==> src/rtl/tcio_pkg.sv <==
// Package: register map, field layout and reset values of the timer channel I/O block
// What this block does
// RQ1 - Compare action 00 disables pin output, 01 drives low; field bit 2 sets initial level
// RQ2 - Compare action 10 drives the pin high on every compare match
// RQ3 - Compare action 11 inverts the pin on every compare match
// RQ4 - Field bit 3 set selects capture from own pin; code 00 captures rising edges
// RQ5 - Capture code 01 latches the counter on falling edges; bit 2 is ignored
// RQ6 - Capture with bit 1 set uses both edges; bits 3..0 are A, 7..4 are B
// RQ7 - Enable bit 0 gates the register A compare/capture request
// RQ8 - Enable bit 1 gates the register B compare/capture request
// RQ9 - Enable bits 4 and 5 gate the overflow and underflow requests
// RQ10 - Enable bit 7 permits converter start requests; clear means none
// RQ11 - Register A flag sets on compare match or on capture into register A
// RQ12 - Overflow flag sets on wrap ffff to 0; underflow on 0 to ffff
// RQ13 - Enable bits gate only the requests; flags are set regardless
package tcio_pkg;

  // ==========================================================================
  // Register indices; byte address is four times the index
  localparam int unsigned TCIO_AW = 18;
  localparam logic [15:0] TCIO_IDX_PFC = 16'hfff2;
  localparam logic [15:0] TCIO_IDX_CTL = 16'hfff3;
  localparam logic [15:0] TCIO_IDX_IEN = 16'hfff4;
  localparam logic [15:0] TCIO_IDX_STAT = 16'hfff5;
  localparam logic [15:0] TCIO_IDX_CNT = 16'hfff6;
  localparam logic [15:0] TCIO_IDX_GRA = 16'hfff8;
  localparam logic [15:0] TCIO_IDX_GRB = 16'hfffa;
  localparam logic [17:0] TCIO_ADDR_PFC = {TCIO_IDX_PFC, 2'b00};
  localparam logic [17:0] TCIO_ADDR_CTL = {TCIO_IDX_CTL, 2'b00};
  localparam logic [17:0] TCIO_ADDR_IEN = {TCIO_IDX_IEN, 2'b00};
  localparam logic [17:0] TCIO_ADDR_STAT = {TCIO_IDX_STAT, 2'b00};
  localparam logic [17:0] TCIO_ADDR_CNT = {TCIO_IDX_CNT, 2'b00};
  localparam logic [17:0] TCIO_ADDR_GRA = {TCIO_IDX_GRA, 2'b00};
  localparam logic [17:0] TCIO_ADDR_GRB = {TCIO_IDX_GRB, 2'b00};

  // ==========================================================================
  // Field positions
  localparam int unsigned FLD_CAPTURE = 3;
  localparam int unsigned FLD_INIT = 2;
  localparam int unsigned FLD_W = 4;
  localparam int unsigned BIT_A = 0;
  localparam int unsigned BIT_B = 1;
  localparam int unsigned BIT_OVF = 4;
  localparam int unsigned BIT_UNF = 5;
  localparam int unsigned BIT_TRG = 7;
  localparam int unsigned CTL_RUN = 0;
  localparam int unsigned CTL_DOWN = 1;
  localparam logic [7:0] IEN_MASK = 8'hb3;
  localparam logic [7:0] STAT_MASK = 8'h33;
  localparam logic [7:0] CTL_MASK = 8'h03;

  // ==========================================================================
  // Reset values
  localparam logic [7:0] PFC_RST = 8'h00;
  localparam logic [7:0] IEN_RST = 8'h00;
  localparam logic [7:0] CTL_RST = 8'h00;
  localparam logic [7:0] STAT_RST = 8'h00;
  localparam logic [15:0] CNT_RST = 16'h0000;
  localparam logic [15:0] CNT_MAX = 16'hffff;
  localparam logic [15:0] GR_RST = 16'hffff;

  typedef enum logic [1:0] {
    ACT_OFF = 2'b00,
    ACT_LOW = 2'b01,
    ACT_HIGH = 2'b10,
    ACT_TOGGLE = 2'b11
  } tcio_action_t;

endpackage

==> src/rtl/tcio_sync.sv <==
// Pin synchroniser with rising and falling edge detection
`timescale 1ns/10ps
module tcio_sync
  import tcio_pkg::*;
(
  input wire logic pclk,
  input wire logic presetn,
  input wire logic pin_i,
  output logic rise,
  output logic fall
);

  logic meta_q;
  logic sync_q;
  logic last_q;

  // ==========================================================================
  // Two flops before use; edges seen only on stable stages
  always_ff @(posedge pclk or negedge presetn)
  begin
    if (!presetn)
    begin
      meta_q <= 1'b0;
      sync_q <= 1'b0;
      last_q <= 1'b0;
    end
    else
    begin
      meta_q <= pin_i;
      sync_q <= meta_q;
      last_q <= sync_q;
    end
  end

  assign rise = sync_q & ~last_q;
  assign fall = ~sync_q & last_q;

endmodule // tcio_sync

==> src/rtl/tcio_chan.sv <==
// One general register with its compare output and capture input
`timescale 1ns/10ps
module tcio_chan
  import tcio_pkg::*;
(
  input wire logic pclk,
  input wire logic presetn,
  input wire logic [3:0] field,
  input wire logic gr_wr,
  input wire logic [15:0] gr_wdata,
  input wire logic [15:0] count,
  input wire logic count_run,
  input wire logic rise,
  input wire logic fall,
  output logic [15:0] gr_q,
  output logic pin_o_q,
  output logic pin_oe_q,
  output logic event_q
);

  logic [3:0] field_prev_q;
  logic capture;
  logic match;
  logic cap_hit;
  tcio_action_t act;

  assign capture = field[FLD_CAPTURE];
  assign act = tcio_action_t'(field[1:0]);
  // A stopped counter gives no repeated matches
  assign match = ~capture & count_run & (count == gr_q);
  // Bit 2 plays no part in capture
  assign cap_hit = capture & (field[1] ? (rise | fall) : (field[0] ? fall : rise)); // RQ4 RQ5 RQ6

  // ==========================================================================
  // General register; capture wins over a software write in the same cycle
  always_ff @(posedge pclk or negedge presetn)
  begin
    if (!presetn)
      gr_q <= GR_RST;
    else if (cap_hit)
      gr_q <= count; // RQ4
    else if (gr_wr)
      gr_q <= gr_wdata;
  end

  // ==========================================================================
  // Pin output; new field reloads the initial level
  always_ff @(posedge pclk or negedge presetn)
  begin
    if (!presetn)
    begin
      field_prev_q <= PFC_RST[3:0];
      pin_o_q <= 1'b0;
      pin_oe_q <= 1'b0;
    end
    else
    begin
      field_prev_q <= field;
      pin_oe_q <= ~capture & (act != ACT_OFF); // RQ1
      if (field != field_prev_q)
        pin_o_q <= field[FLD_INIT]; // RQ1
      else if (match)
      begin
        case (act)
          ACT_LOW: pin_o_q <= 1'b0; // RQ1
          ACT_HIGH: pin_o_q <= 1'b1; // RQ2
          ACT_TOGGLE: pin_o_q <= ~pin_o_q; // RQ3
          default: pin_o_q <= pin_o_q;
        endcase
      end
    end
  end

  always_ff @(posedge pclk or negedge presetn)
  begin
    if (!presetn)
      event_q <= 1'b0;
    else
      event_q <= match | cap_hit; // RQ11
  end

endmodule // tcio_chan

==> src/rtl/tcio_top.sv <==
// Timer channel pin function and interrupt request control with APB access
`timescale 1ns/10ps
module tcio_top
  import tcio_pkg::*;
(
  input wire logic pclk,
  input wire logic presetn,
  input wire logic psel,
  input wire logic penable,
  input wire logic pwrite,
  input wire logic [TCIO_AW-1:0] paddr,
  input wire logic [31:0] pwdata,
  output logic [31:0] prdata,
  output logic pready,
  output logic pslverr,
  input wire logic pin_a_i,
  output logic pin_a_o,
  output logic pin_a_oe,
  input wire logic pin_b_i,
  output logic pin_b_o,
  output logic pin_b_oe,
  output logic match_a_irq,
  output logic match_b_irq,
  output logic overflow_irq,
  output logic underflow_irq,
  output logic converter_start
);

  logic [7:0] pfc_q;
  logic [7:0] ien_q;
  logic [7:0] ctl_q;
  logic [7:0] stat_q;
  logic [7:0] stat_d;
  logic [15:0] cnt_q;
  logic [31:0] prdata_q;
  logic pready_q;
  logic pslverr_q;
  logic setup;
  logic wr_en;
  logic [31:0] rd_d;
  logic hit_d;
  logic run;
  logic ovf_evt;
  logic unf_evt;
  logic [7:0] set_v;
  logic [7:0] clr_v;
  logic [1:0] pin_i_w;
  logic [1:0] rise_w;
  logic [1:0] fall_w;
  logic [1:0] gr_wr_w;
  logic [15:0] gr_w [2];
  logic [1:0] pin_o_w;
  logic [1:0] pin_oe_w;
  logic [1:0] ev_w;
  logic match_a_irq_q;
  logic match_b_irq_q;
  logic overflow_irq_q;
  logic underflow_irq_q;
  logic converter_start_q;

  // ==========================================================================
  // APB slave: one wait-free access phase, read data from a flop
  assign setup = psel & ~penable;
  assign wr_en = psel & penable & pready_q & pwrite & ~pslverr_q;

  always_comb
  begin
    rd_d = 32'h0000_0000;
    hit_d = 1'b1;
    if (paddr == TCIO_ADDR_PFC)
      rd_d = {24'h00_0000, pfc_q};
    else if (paddr == TCIO_ADDR_CTL)
      rd_d = {24'h00_0000, ctl_q};
    else if (paddr == TCIO_ADDR_IEN)
      rd_d = {24'h00_0000, ien_q};
    else if (paddr == TCIO_ADDR_STAT)
      rd_d = {24'h00_0000, stat_q};
    else if (paddr == TCIO_ADDR_CNT)
      rd_d = {16'h0000, cnt_q};
    else if (paddr == TCIO_ADDR_GRA)
      rd_d = {16'h0000, gr_w[0]};
    else if (paddr == TCIO_ADDR_GRB)
      rd_d = {16'h0000, gr_w[1]};
    else
      hit_d = 1'b0;
  end

  always_ff @(posedge pclk or negedge presetn)
  begin
    if (!presetn)
    begin
      pready_q <= 1'b0;
      pslverr_q <= 1'b0;
      prdata_q <= 32'h0000_0000;
    end
    else
    begin
      pready_q <= setup;
      if (setup)
      begin
        pslverr_q <= ~hit_d;
        prdata_q <= pwrite ? 32'h0000_0000 : rd_d;
      end
    end
  end

  // ==========================================================================
  // Software registers
  always_ff @(posedge pclk or negedge presetn)
  begin
    if (!presetn)
    begin
      pfc_q <= PFC_RST;
      ien_q <= IEN_RST;
      ctl_q <= CTL_RST;
    end
    else if (wr_en)
    begin
      if (paddr == TCIO_ADDR_PFC)
        pfc_q <= pwdata[7:0];
      else if (paddr == TCIO_ADDR_IEN)
        ien_q <= pwdata[7:0] & IEN_MASK;
      else if (paddr == TCIO_ADDR_CTL)
        ctl_q <= pwdata[7:0] & CTL_MASK;
    end
  end

  assign gr_wr_w[0] = wr_en & (paddr == TCIO_ADDR_GRA);
  assign gr_wr_w[1] = wr_en & (paddr == TCIO_ADDR_GRB);

  // ==========================================================================
  // Counter with wrap detection
  assign run = ctl_q[CTL_RUN];
  assign ovf_evt = run & ~ctl_q[CTL_DOWN] & (cnt_q == CNT_MAX); // RQ12
  assign unf_evt = run & ctl_q[CTL_DOWN] & (cnt_q == CNT_RST); // RQ12

  always_ff @(posedge pclk or negedge presetn)
  begin
    if (!presetn)
      cnt_q <= CNT_RST;
    else if (wr_en && paddr == TCIO_ADDR_CNT)
      cnt_q <= pwdata[15:0];
    else if (run)
      cnt_q <= ctl_q[CTL_DOWN] ? cnt_q - 16'h0001 : cnt_q + 16'h0001;
  end

  // ==========================================================================
  // Channels: bits 3..0 drive A, bits 7..4 drive B
  assign pin_i_w = {pin_b_i, pin_a_i};

  for (genvar g = 0; g < 2; g++)
  begin : g_chan
    tcio_sync u_sync (
      .pclk(pclk),
      .presetn(presetn),
      .pin_i(pin_i_w[g]),
      .rise(rise_w[g]),
      .fall(fall_w[g])
    );
    tcio_chan u_chan (
      .pclk(pclk),
      .presetn(presetn),
      .field(pfc_q[g*FLD_W +: FLD_W]), // RQ6
      .gr_wr(gr_wr_w[g]),
      .gr_wdata(pwdata[15:0]),
      .count(cnt_q),
      .count_run(run),
      .rise(rise_w[g]),
      .fall(fall_w[g]),
      .gr_q(gr_w[g]),
      .pin_o_q(pin_o_w[g]),
      .pin_oe_q(pin_oe_w[g]),
      .event_q(ev_w[g])
    );
  end

  // ==========================================================================
  // Status flags: write 0 clears, a same-cycle event wins
  always_comb
  begin
    set_v = 8'h00;
    set_v[BIT_A] = ev_w[0]; // RQ11
    set_v[BIT_B] = ev_w[1];
    set_v[BIT_OVF] = ovf_evt; // RQ12
    set_v[BIT_UNF] = unf_evt;
    clr_v = 8'h00;
    if (wr_en && paddr == TCIO_ADDR_STAT)
      clr_v = ~pwdata[7:0] & STAT_MASK;
    stat_d = (stat_q & ~clr_v) | set_v; // RQ13
  end

  always_ff @(posedge pclk or negedge presetn)
  begin
    if (!presetn)
      stat_q <= STAT_RST;
    else
      stat_q <= stat_d;
  end

  // ==========================================================================
  // Request gating; flags stay visible whatever the enables
  always_ff @(posedge pclk or negedge presetn)
  begin
    if (!presetn)
    begin
      match_a_irq_q <= 1'b0;
      match_b_irq_q <= 1'b0;
      overflow_irq_q <= 1'b0;
      underflow_irq_q <= 1'b0;
      converter_start_q <= 1'b0;
    end
    else
    begin
      match_a_irq_q <= stat_q[BIT_A] & ien_q[BIT_A]; // RQ7
      match_b_irq_q <= stat_q[BIT_B] & ien_q[BIT_B]; // RQ8
      overflow_irq_q <= stat_q[BIT_OVF] & ien_q[BIT_OVF]; // RQ9
      underflow_irq_q <= stat_q[BIT_UNF] & ien_q[BIT_UNF]; // RQ9
      converter_start_q <= ev_w[0] & ien_q[BIT_TRG]; // RQ10
    end
  end

  assign prdata = prdata_q;
  assign pready = pready_q;
  assign pslverr = pslverr_q;
  assign pin_a_o = pin_o_w[0];
  assign pin_a_oe = pin_oe_w[0];
  assign pin_b_o = pin_o_w[1];
  assign pin_b_oe = pin_oe_w[1];
  assign match_a_irq = match_a_irq_q;
  assign match_b_irq = match_b_irq_q;
  assign overflow_irq = overflow_irq_q;
  assign underflow_irq = underflow_irq_q;
  assign converter_start = converter_start_q;
endmodule // tcio_top

==> config.mk <==
export PLATFORM = sky130hd
export DESIGN_NAME = tcio_top
export DESIGN_NICKNAME = d
export VERILOG_FILES = /design/src/rtl/tcio_pkg.sv /design/src/rtl/tcio_sync.sv /design/src/rtl/tcio_chan.sv /design/src/rtl/tcio_top.sv
export SDC_FILE = /design/constraint.sdc
export NUM_CORES = 1
export LEC_CHECK = 0
export BUFFER_PORTS_ARGS = -buffer_cell sky130_fd_sc_hd__buf_2
export CAP_MARGIN = 30
export CORE_UTILIZATION = 55
export CTS_CLUSTER_DIAMETER = 200
export DETAILED_ROUTE_END_ITERATION = 10
export PLACE_DENSITY = 0.84
export SLEW_MARGIN = 30
export SYNTH_ARGS = -nofsm -noshare
export SYNTH_HDL_FRONTEND = slang
export SYNTH_SLANG_ARGS = --single-unit
==> constraint.sdc <==
create_clock -name pclk -period 4 [get_ports pclk]
set_input_delay 0.2 -clock pclk [delete_from_list [all_inputs] [get_ports pclk]]
set_output_delay 0.2 -clock pclk [all_outputs]
set_load 0.02 [all_outputs]
* After elaboration in Yosys (flattened, before gate mapping)
Index checks and enable logic that the tools add are counted.
Word-level totals: memories 0, input port bits 57, output and inout port bits 43, RAM bits 0, memory bits (read-only) 0, latch bits 0, word-level logic and storage cells 149, register bits after elaboration 130
Cells by class: divide/modulo/power cells 0, $lt $le $gt $ge 0, $mul 0, add/sub/neg operators 2, bitwise logic cells 50, multiplexer cells 33, reductions and logical operators 17, shifts and indexed selects 0, equal/unequal tests 18
Operators with widths (count):
- 16-bit 2-to-1 mux | 12
- 18-bit equality test (second input constant) | 7
- 32-bit 2-to-1 mux | 3
- 16-bit equality test | 2
- 1-bit bitwise AND | 28
- 16-bit by 1-bit adder with 16-bit output (second input constant) | 1
- 16-bit equality test (second input constant) | 1
- 16-bit zero test | 1
- 16-bit by 1-bit subtractor with 16-bit output (second input constant) | 1
- 1-bit 2-to-1 mux | 15
- 1-bit NOT | 14
- 2-bit nonzero test | 7
- 8-bit bitwise AND | 1
- 2-bit equality test (second input constant) | 4
- 4-bit != test | 2
- 8-bit NOT | 1
- 8-bit by 6-bit bitwise OR with 8-bit output | 1
- 4-bit nonzero test | 2
- 6-bit 2-to-1 mux | 1
- 6-bit NOT | 1
- 1-bit case mux with 3 select lines | 2
- 2-bit AND reduction | 3
- 2-bit by 1-bit equality test with 1-bit output (second input constant) | 2
- 1-bit bitwise OR | 4
- 3 further kinds | 4

* Logic depth before layout (Yosys ltp)
depth in word-level cells 9, mapped depth 11, gate-level depth less buffers 10

* Modules after synthesis
A second synthesis with hierarchy kept.
Unflattened totals: cell total of the unflattened synthesis 659, area, all modules 6597.6 sq um
Modules (own cells, without submodules):
- tcio_top | sequential area each 1451.4 sq um, cells each 402, area an instance 3769.9 sq um, times used 1
- tcio_chan (g_chan[1].u_chan) | sequential area each 595.6 sq um, cells each 129, area an instance 1395.1 sq um, times used 1
- tcio_chan (g_chan[0].u_chan) | sequential area each 595.6 sq um, cells each 118, area an instance 1252.5 sq um, times used 1
- tcio_sync | sequential area each 75.1 sq um, cells each 5, area an instance 90.1 sq um, times used 2

* Least setup slack after synthesis
No wires, ideal clock.
path kind flip-flop to flip-flop, start register ctl_q[1], end register cnt_q[14], setup time 121 ps, path slack 1409 ps, stages on the path, launching flop included 11, arrival 2470 ps, data required time 3879 ps, cell sequence dfrtp_1 -> inv_1 -> fa_1 -> nor2b_1 -> o21ai_0 -> a21oi_1 -> o21ai_0 -> a21oi_1 -> o21ai_0 -> mux2_2 -> o22a_1
On the way: cells in the longest elaborated chain, start to end 3
RTL lines:
- start: declaration | RTL line tcio_top.sv:31 | logic [7:0] ctl_q;
- start signal: assignment | RTL line tcio_top.sv:124 | ctl_q <= pwdata[7:0] & CTL_MASK;
- 16-bit 2-to-1 mux | RTL line tcio_top.sv:144 | cnt_q <= ctl_q[CTL_DOWN] ? cnt_q - 16'h0001 : cnt_q + 16'h0001;
- 16-bit 2-to-1 mux | RTL line tcio_top.sv:143 | else if (run)
- 16-bit 2-to-1 mux | RTL line tcio_top.sv:141 | else if (wr_en && paddr == TCIO_ADDR_CNT)
- end signal: assignment | RTL line tcio_top.sv:142 | cnt_q <= pwdata[15:0];
- end signal: assignment | RTL line tcio_top.sv:144
- end: declaration | RTL line tcio_top.sv:34 | logic [15:0] cnt_q;
No other way between the ends. The select of a mux whose other input is x is not followed. A chain may end at the register's enable or synchronous reset.

* Final worst setup path
start register ctl_q[1], end register cnt_q[15]
Same word-level chain as after synthesis.

==> impl_metrics.tcl <==
set metrics [dict create \
    switching_share_pct 22.5 \
    drtIter0Drc 563 \
    top_usage_layer "met2" \
    cts_hold_buf 2 \
    hpwl_mm 11.4 \
    num_vias 5373 \
    peakVddDrop_v 0.000285 \
    vias_per_cell 6.33 \
    dp.cells 830 \
    seq_area_sq_mm 0.00279 \
    arrival_ps 3230 \
    finalPower_mw 2.21 \
    io_buffer_count 67 \
    period_share_pct 75.0 \
    synth_area_per_cell_sq_um 9.81 \
    p_clk_share_pct 44.5 \
    die_h_microns 110 \
    slowest_delay_ps 530 \
    io_pins 100 \
    netSwitchingPower_mw 0.498 \
    required_ps 4230 \
    tns_ps 0 \
    pwr-share-seq_pct 50.5 \
    post_cts_buffers 0 \
    finalMaxSlewViolations 0 \
    dieArea_sq_mm 0.0122 \
    nFillCells 916 \
    power_frac_comb_pct 4.9 \
    fmax_mhz 333 \
    diodes 0 \
    hold_path_class "primary input to flop" \
    end_kind "flop" \
    ant_nets 0 \
    async_flop_share_pct 100 \
    multi_input_area_sq_mm 0.00333 \
    synth.distinct_cells 64 \
    layout.nets 777 \
    p_per_area_mw_per_mm2 311 \
    cp-start-kind "flop" \
    setup_viol 0 \
    yosys_register_bits 110 \
    yosys_warnings 0 \
    syn2layout_area_growth_pct 10.5 \
    antenna_found_initial 0 \
    critical_path_class "flop to flop" \
    grt_pass1_vias 5125 \
    ctsRootBufferMaster "clkbuf_16" \
    cts_max_level 3 \
    slew_headroom_pct 46.8 \
    grt_usage_pct 28.1 \
    status "completed" \
    crit_chain "buf_4, ha_1, and4_1, a211oi_1, a21oi_1, o22ai_1, o21ai_1, and4_1, a311oi_1, nand2_1" \
    cts_inserted_buffers 9 \
    met2_usage_pct 45.8 \
    place_area_sq_mm 0.00676 \
    start_util_pct 56.4 \
    drive_gt1_share_pct 22.9 \
    p_int_mw 1.72 \
    finClkSkew_ps 8.16 \
    cp_max_fo 14 \
    p_leak_nw 3.34 \
    grtUsageMet3_pct 7.47 \
    grt_max_degree 82 \
    wl_per_cell_microns 19.6 \
    synth_edf_count 0 \
    core_sq_mm 0.0114 \
    finalInstanceArea_sq_mm 0.00712 \
    clockBufferDepth 2 \
    path_common_cell "and4_1" \
    grt-ovfl-total 0 \
    die_x_microns 110 \
    max-cap-violations 0 \
    min_period_ps 3000 \
    routed_wl_mm 16.7 \
    gp_congestion 0.941 \
    finalHoldViolations 0 \
    tightest_slew_ps 795 \
    clk_pin_slew_worst_paths_ps 70 \
    cts.sinks 110 \
    syn_inst 657 \
    grt_pass1_wl_mm 25.8 \
    rsz0062_at_grt "false" \
    num_rows 39 \
    drcViolationCount 0 \
    cp_slowest_cell "dfrtp_1" \
    firstDrtPassIters 7 \
    cts_tree "built" \
    grtUsageMet1_pct 34.8 \
    clk_latency_ps 360 \
    synth_ff_type "dfrtp_1" \
    synth_area_sq_mm 0.00644 \
    final_cells 849 \
    cts_resized 0 \
    seq_area_frac_synth_pct 43.3 \
]
[logic make-up after synthesis]
family                     after synthesis  share of synthesized area [%]
AOI/OAI and AO/OA                      158                           15.0
xor gates and xnor gates                50                           6.79
adders and majority gates               19                           3.81
buffers and inverters                   75                           5.94
DFF                                    110                           43.3
muxes                                   58                           9.45
other                                    1                         0.0582
and+or+nand+nor                        186                           15.6
[area by class of cell]
class / count / area share, %
well taps: 143 / 2.51
multi-input cells: 487 / 46.7
repair buffers: 79 / 6.27
clock buffers: 11 / 3.41
flip-flops and latches: 110 / 39.2
clock inverters: 5 / 1.14
inverters: 14 / 0.738
[placed cells by master (no fill, tap or decap), types with 3 or more instances in the layout]
cell type,count
a21o_1,13
a21oi_1,72
a222oi_1,14
a22oi_1,8
a311oi_1,3
and2_1,6
and3_1,4
and4_1,3
buf_2,66
buf_4,7
buf_6,3
clkbuf_16,9
conb_1,16
dfrtp_1,78
dfstp_2,32
dlygate4sd3_1,3
ha_1,18
inv_1,14
mux2_2,23
mux2i_1,35
nand2_1,30
nand2b_1,6
nand3_1,9
nand4_1,17
nor2_1,68
nor2b_1,4
nor3_1,5
nor3b_1,3
nor4_1,4
o211ai_1,3
o21ai_0,30
xnor2_1,38
xor2_1,12
[synth_stat cells (2+ instances only)]
| cell | n | share of area, % |
|---|---|---|
| o22ai_1 | 2 | 0.19 |
| nand4_1 | 17 | 1.7 |
| buf_1 | 2 | 0.12 |
| nor3_4 | 2 | 0.50 |
| nor4b_1 | 2 | 0.27 |
| o21ai_1 | 2 | 0.16 |
| nand2_1 | 31 | 1.8 |
| and3_1 | 4 | 0.39 |
| a211oi_1 | 2 | 0.23 |
| or4_1 | 2 | 0.23 |
| or3_1 | 2 | 0.19 |
| and4_1 | 3 | 0.41 |
| nor2_1 | 68 | 4.0 |
| inv_1 | 14 | 0.82 |
| a21oi_1 | 72 | 5.6 |
| a41oi_1 | 2 | 0.27 |
| a21o_1 | 13 | 1.5 |
| mux2_2 | 23 | 4.0 |
| dfrtp_1 | 78 | 30 |
| nand4b_1 | 2 | 0.27 |
| buf_4 | 20 | 2.3 |
| ha_1 | 18 | 3.5 |
| dfstp_2 | 32 | 13 |
| a311oi_1 | 3 | 0.41 |
| o211ai_1 | 3 | 0.35 |
| a222oi_1 | 14 | 2.2 |
| and2_1 | 6 | 0.58 |
| nor4_2 | 2 | 0.39 |
| clkbuf_1 | 23 | 1.3 |
| nor3_2 | 2 | 0.31 |
| nand2b_1 | 6 | 0.58 |
| nor4_1 | 4 | 0.39 |
| xor2_1 | 12 | 1.6 |
| o21ai_0 | 30 | 2.3 |
| nor3_1 | 5 | 0.39 |
| mux2i_1 | 35 | 5.4 |
| nor3b_1 | 3 | 0.35 |
| a22oi_1 | 8 | 0.93 |
| buf_2 | 15 | 1.2 |
| nor2b_1 | 4 | 0.39 |
| nand3_1 | 9 | 0.70 |
| xnor2_1 | 38 | 5.2 |
[sequential cells by signal (all words and copies together) (netlist names), 2 cells and up]
register / cells
cnt_q: 16
ctl_q: 2
g_chan.u_chan.event_q: 2
g_chan.u_chan.field_prev_q: 8
g_chan.u_chan.gr_q: 32
g_chan.u_chan.pin_o_q: 2
g_chan.u_chan.pin_oe_q: 2
g_chan.u_sync.last_q: 2
g_chan.u_sync.meta_q: 2
g_chan.u_sync.sync_q: 2
ien_q: 5
pfc_q: 8
prdata: 16
stat_q: 4
[path summary, 6_finish.rpt]
| kind | startpoint | end | slack, ps | cells past startpoint |
|---|---|---|---|---|
| hold / removal | pwdata[15] | cnt_q[15] | 120 | 3 |
| setup / recovery | ctl_q[1] | cnt_q[15] | 1000 | 10 |
| max in group asynchronous | presetn | g_chan[0].u_chan.field_prev_q[3] | 2700 | 3 |
| hold reg to reg | g_chan[0].u_sync.meta_q | g_chan[0].u_sync.sync_q | 350 | 0 |
| setup reg to reg | ctl_q[1] | cnt_q[15] | 1000 | 10 |
| min in group asynchronous | presetn | pfc_q[4] | 440 | 2 |
[stage by stage]
stage                     utilization (%)  setup slack (ps)  hold WS [ps]
after floorplan                         -              1410         -95.6
after global placement               59.0              1200           311
after detailed placement             59.2              1050           311
after CTS                            62.2              1080          55.8
after global routing                 62.4               821           124
final                                62.4              1000           120
[per-layer routing]
layer	share of wire [%]	wire length (microns)
met1	40	6640
met2	48	7960
met3	8.4	1390
met4	3.9	656
met5	0	0
[critical path: cells and delay by family, from the launching register on]
| family | cells | cell delay, ps |
|---|---|---|
| adders and majority gates | 1 | 330 |
| AOI/OAI and AO/OA | 5 | 1200 |
| buffers and inverters | 1 | 310 |
| and+or+nand+nor | 3 | 510 |
| DFF | 1 | 530 |
[power groups by stage]
stage          sequential (mW)  combinational (mW)  clock [mW]
2_1_floorplan             1.14              0.0573           0
3_3_place_gp              1.14               0.101           0
3_5_place_dp              1.14               0.105           0
4_1_cts                   1.12               0.108       0.990
5_1_grt                   1.12               0.121        1.03
6_report                  1.12               0.109       0.986
Power figures use the tool's default switching activity.
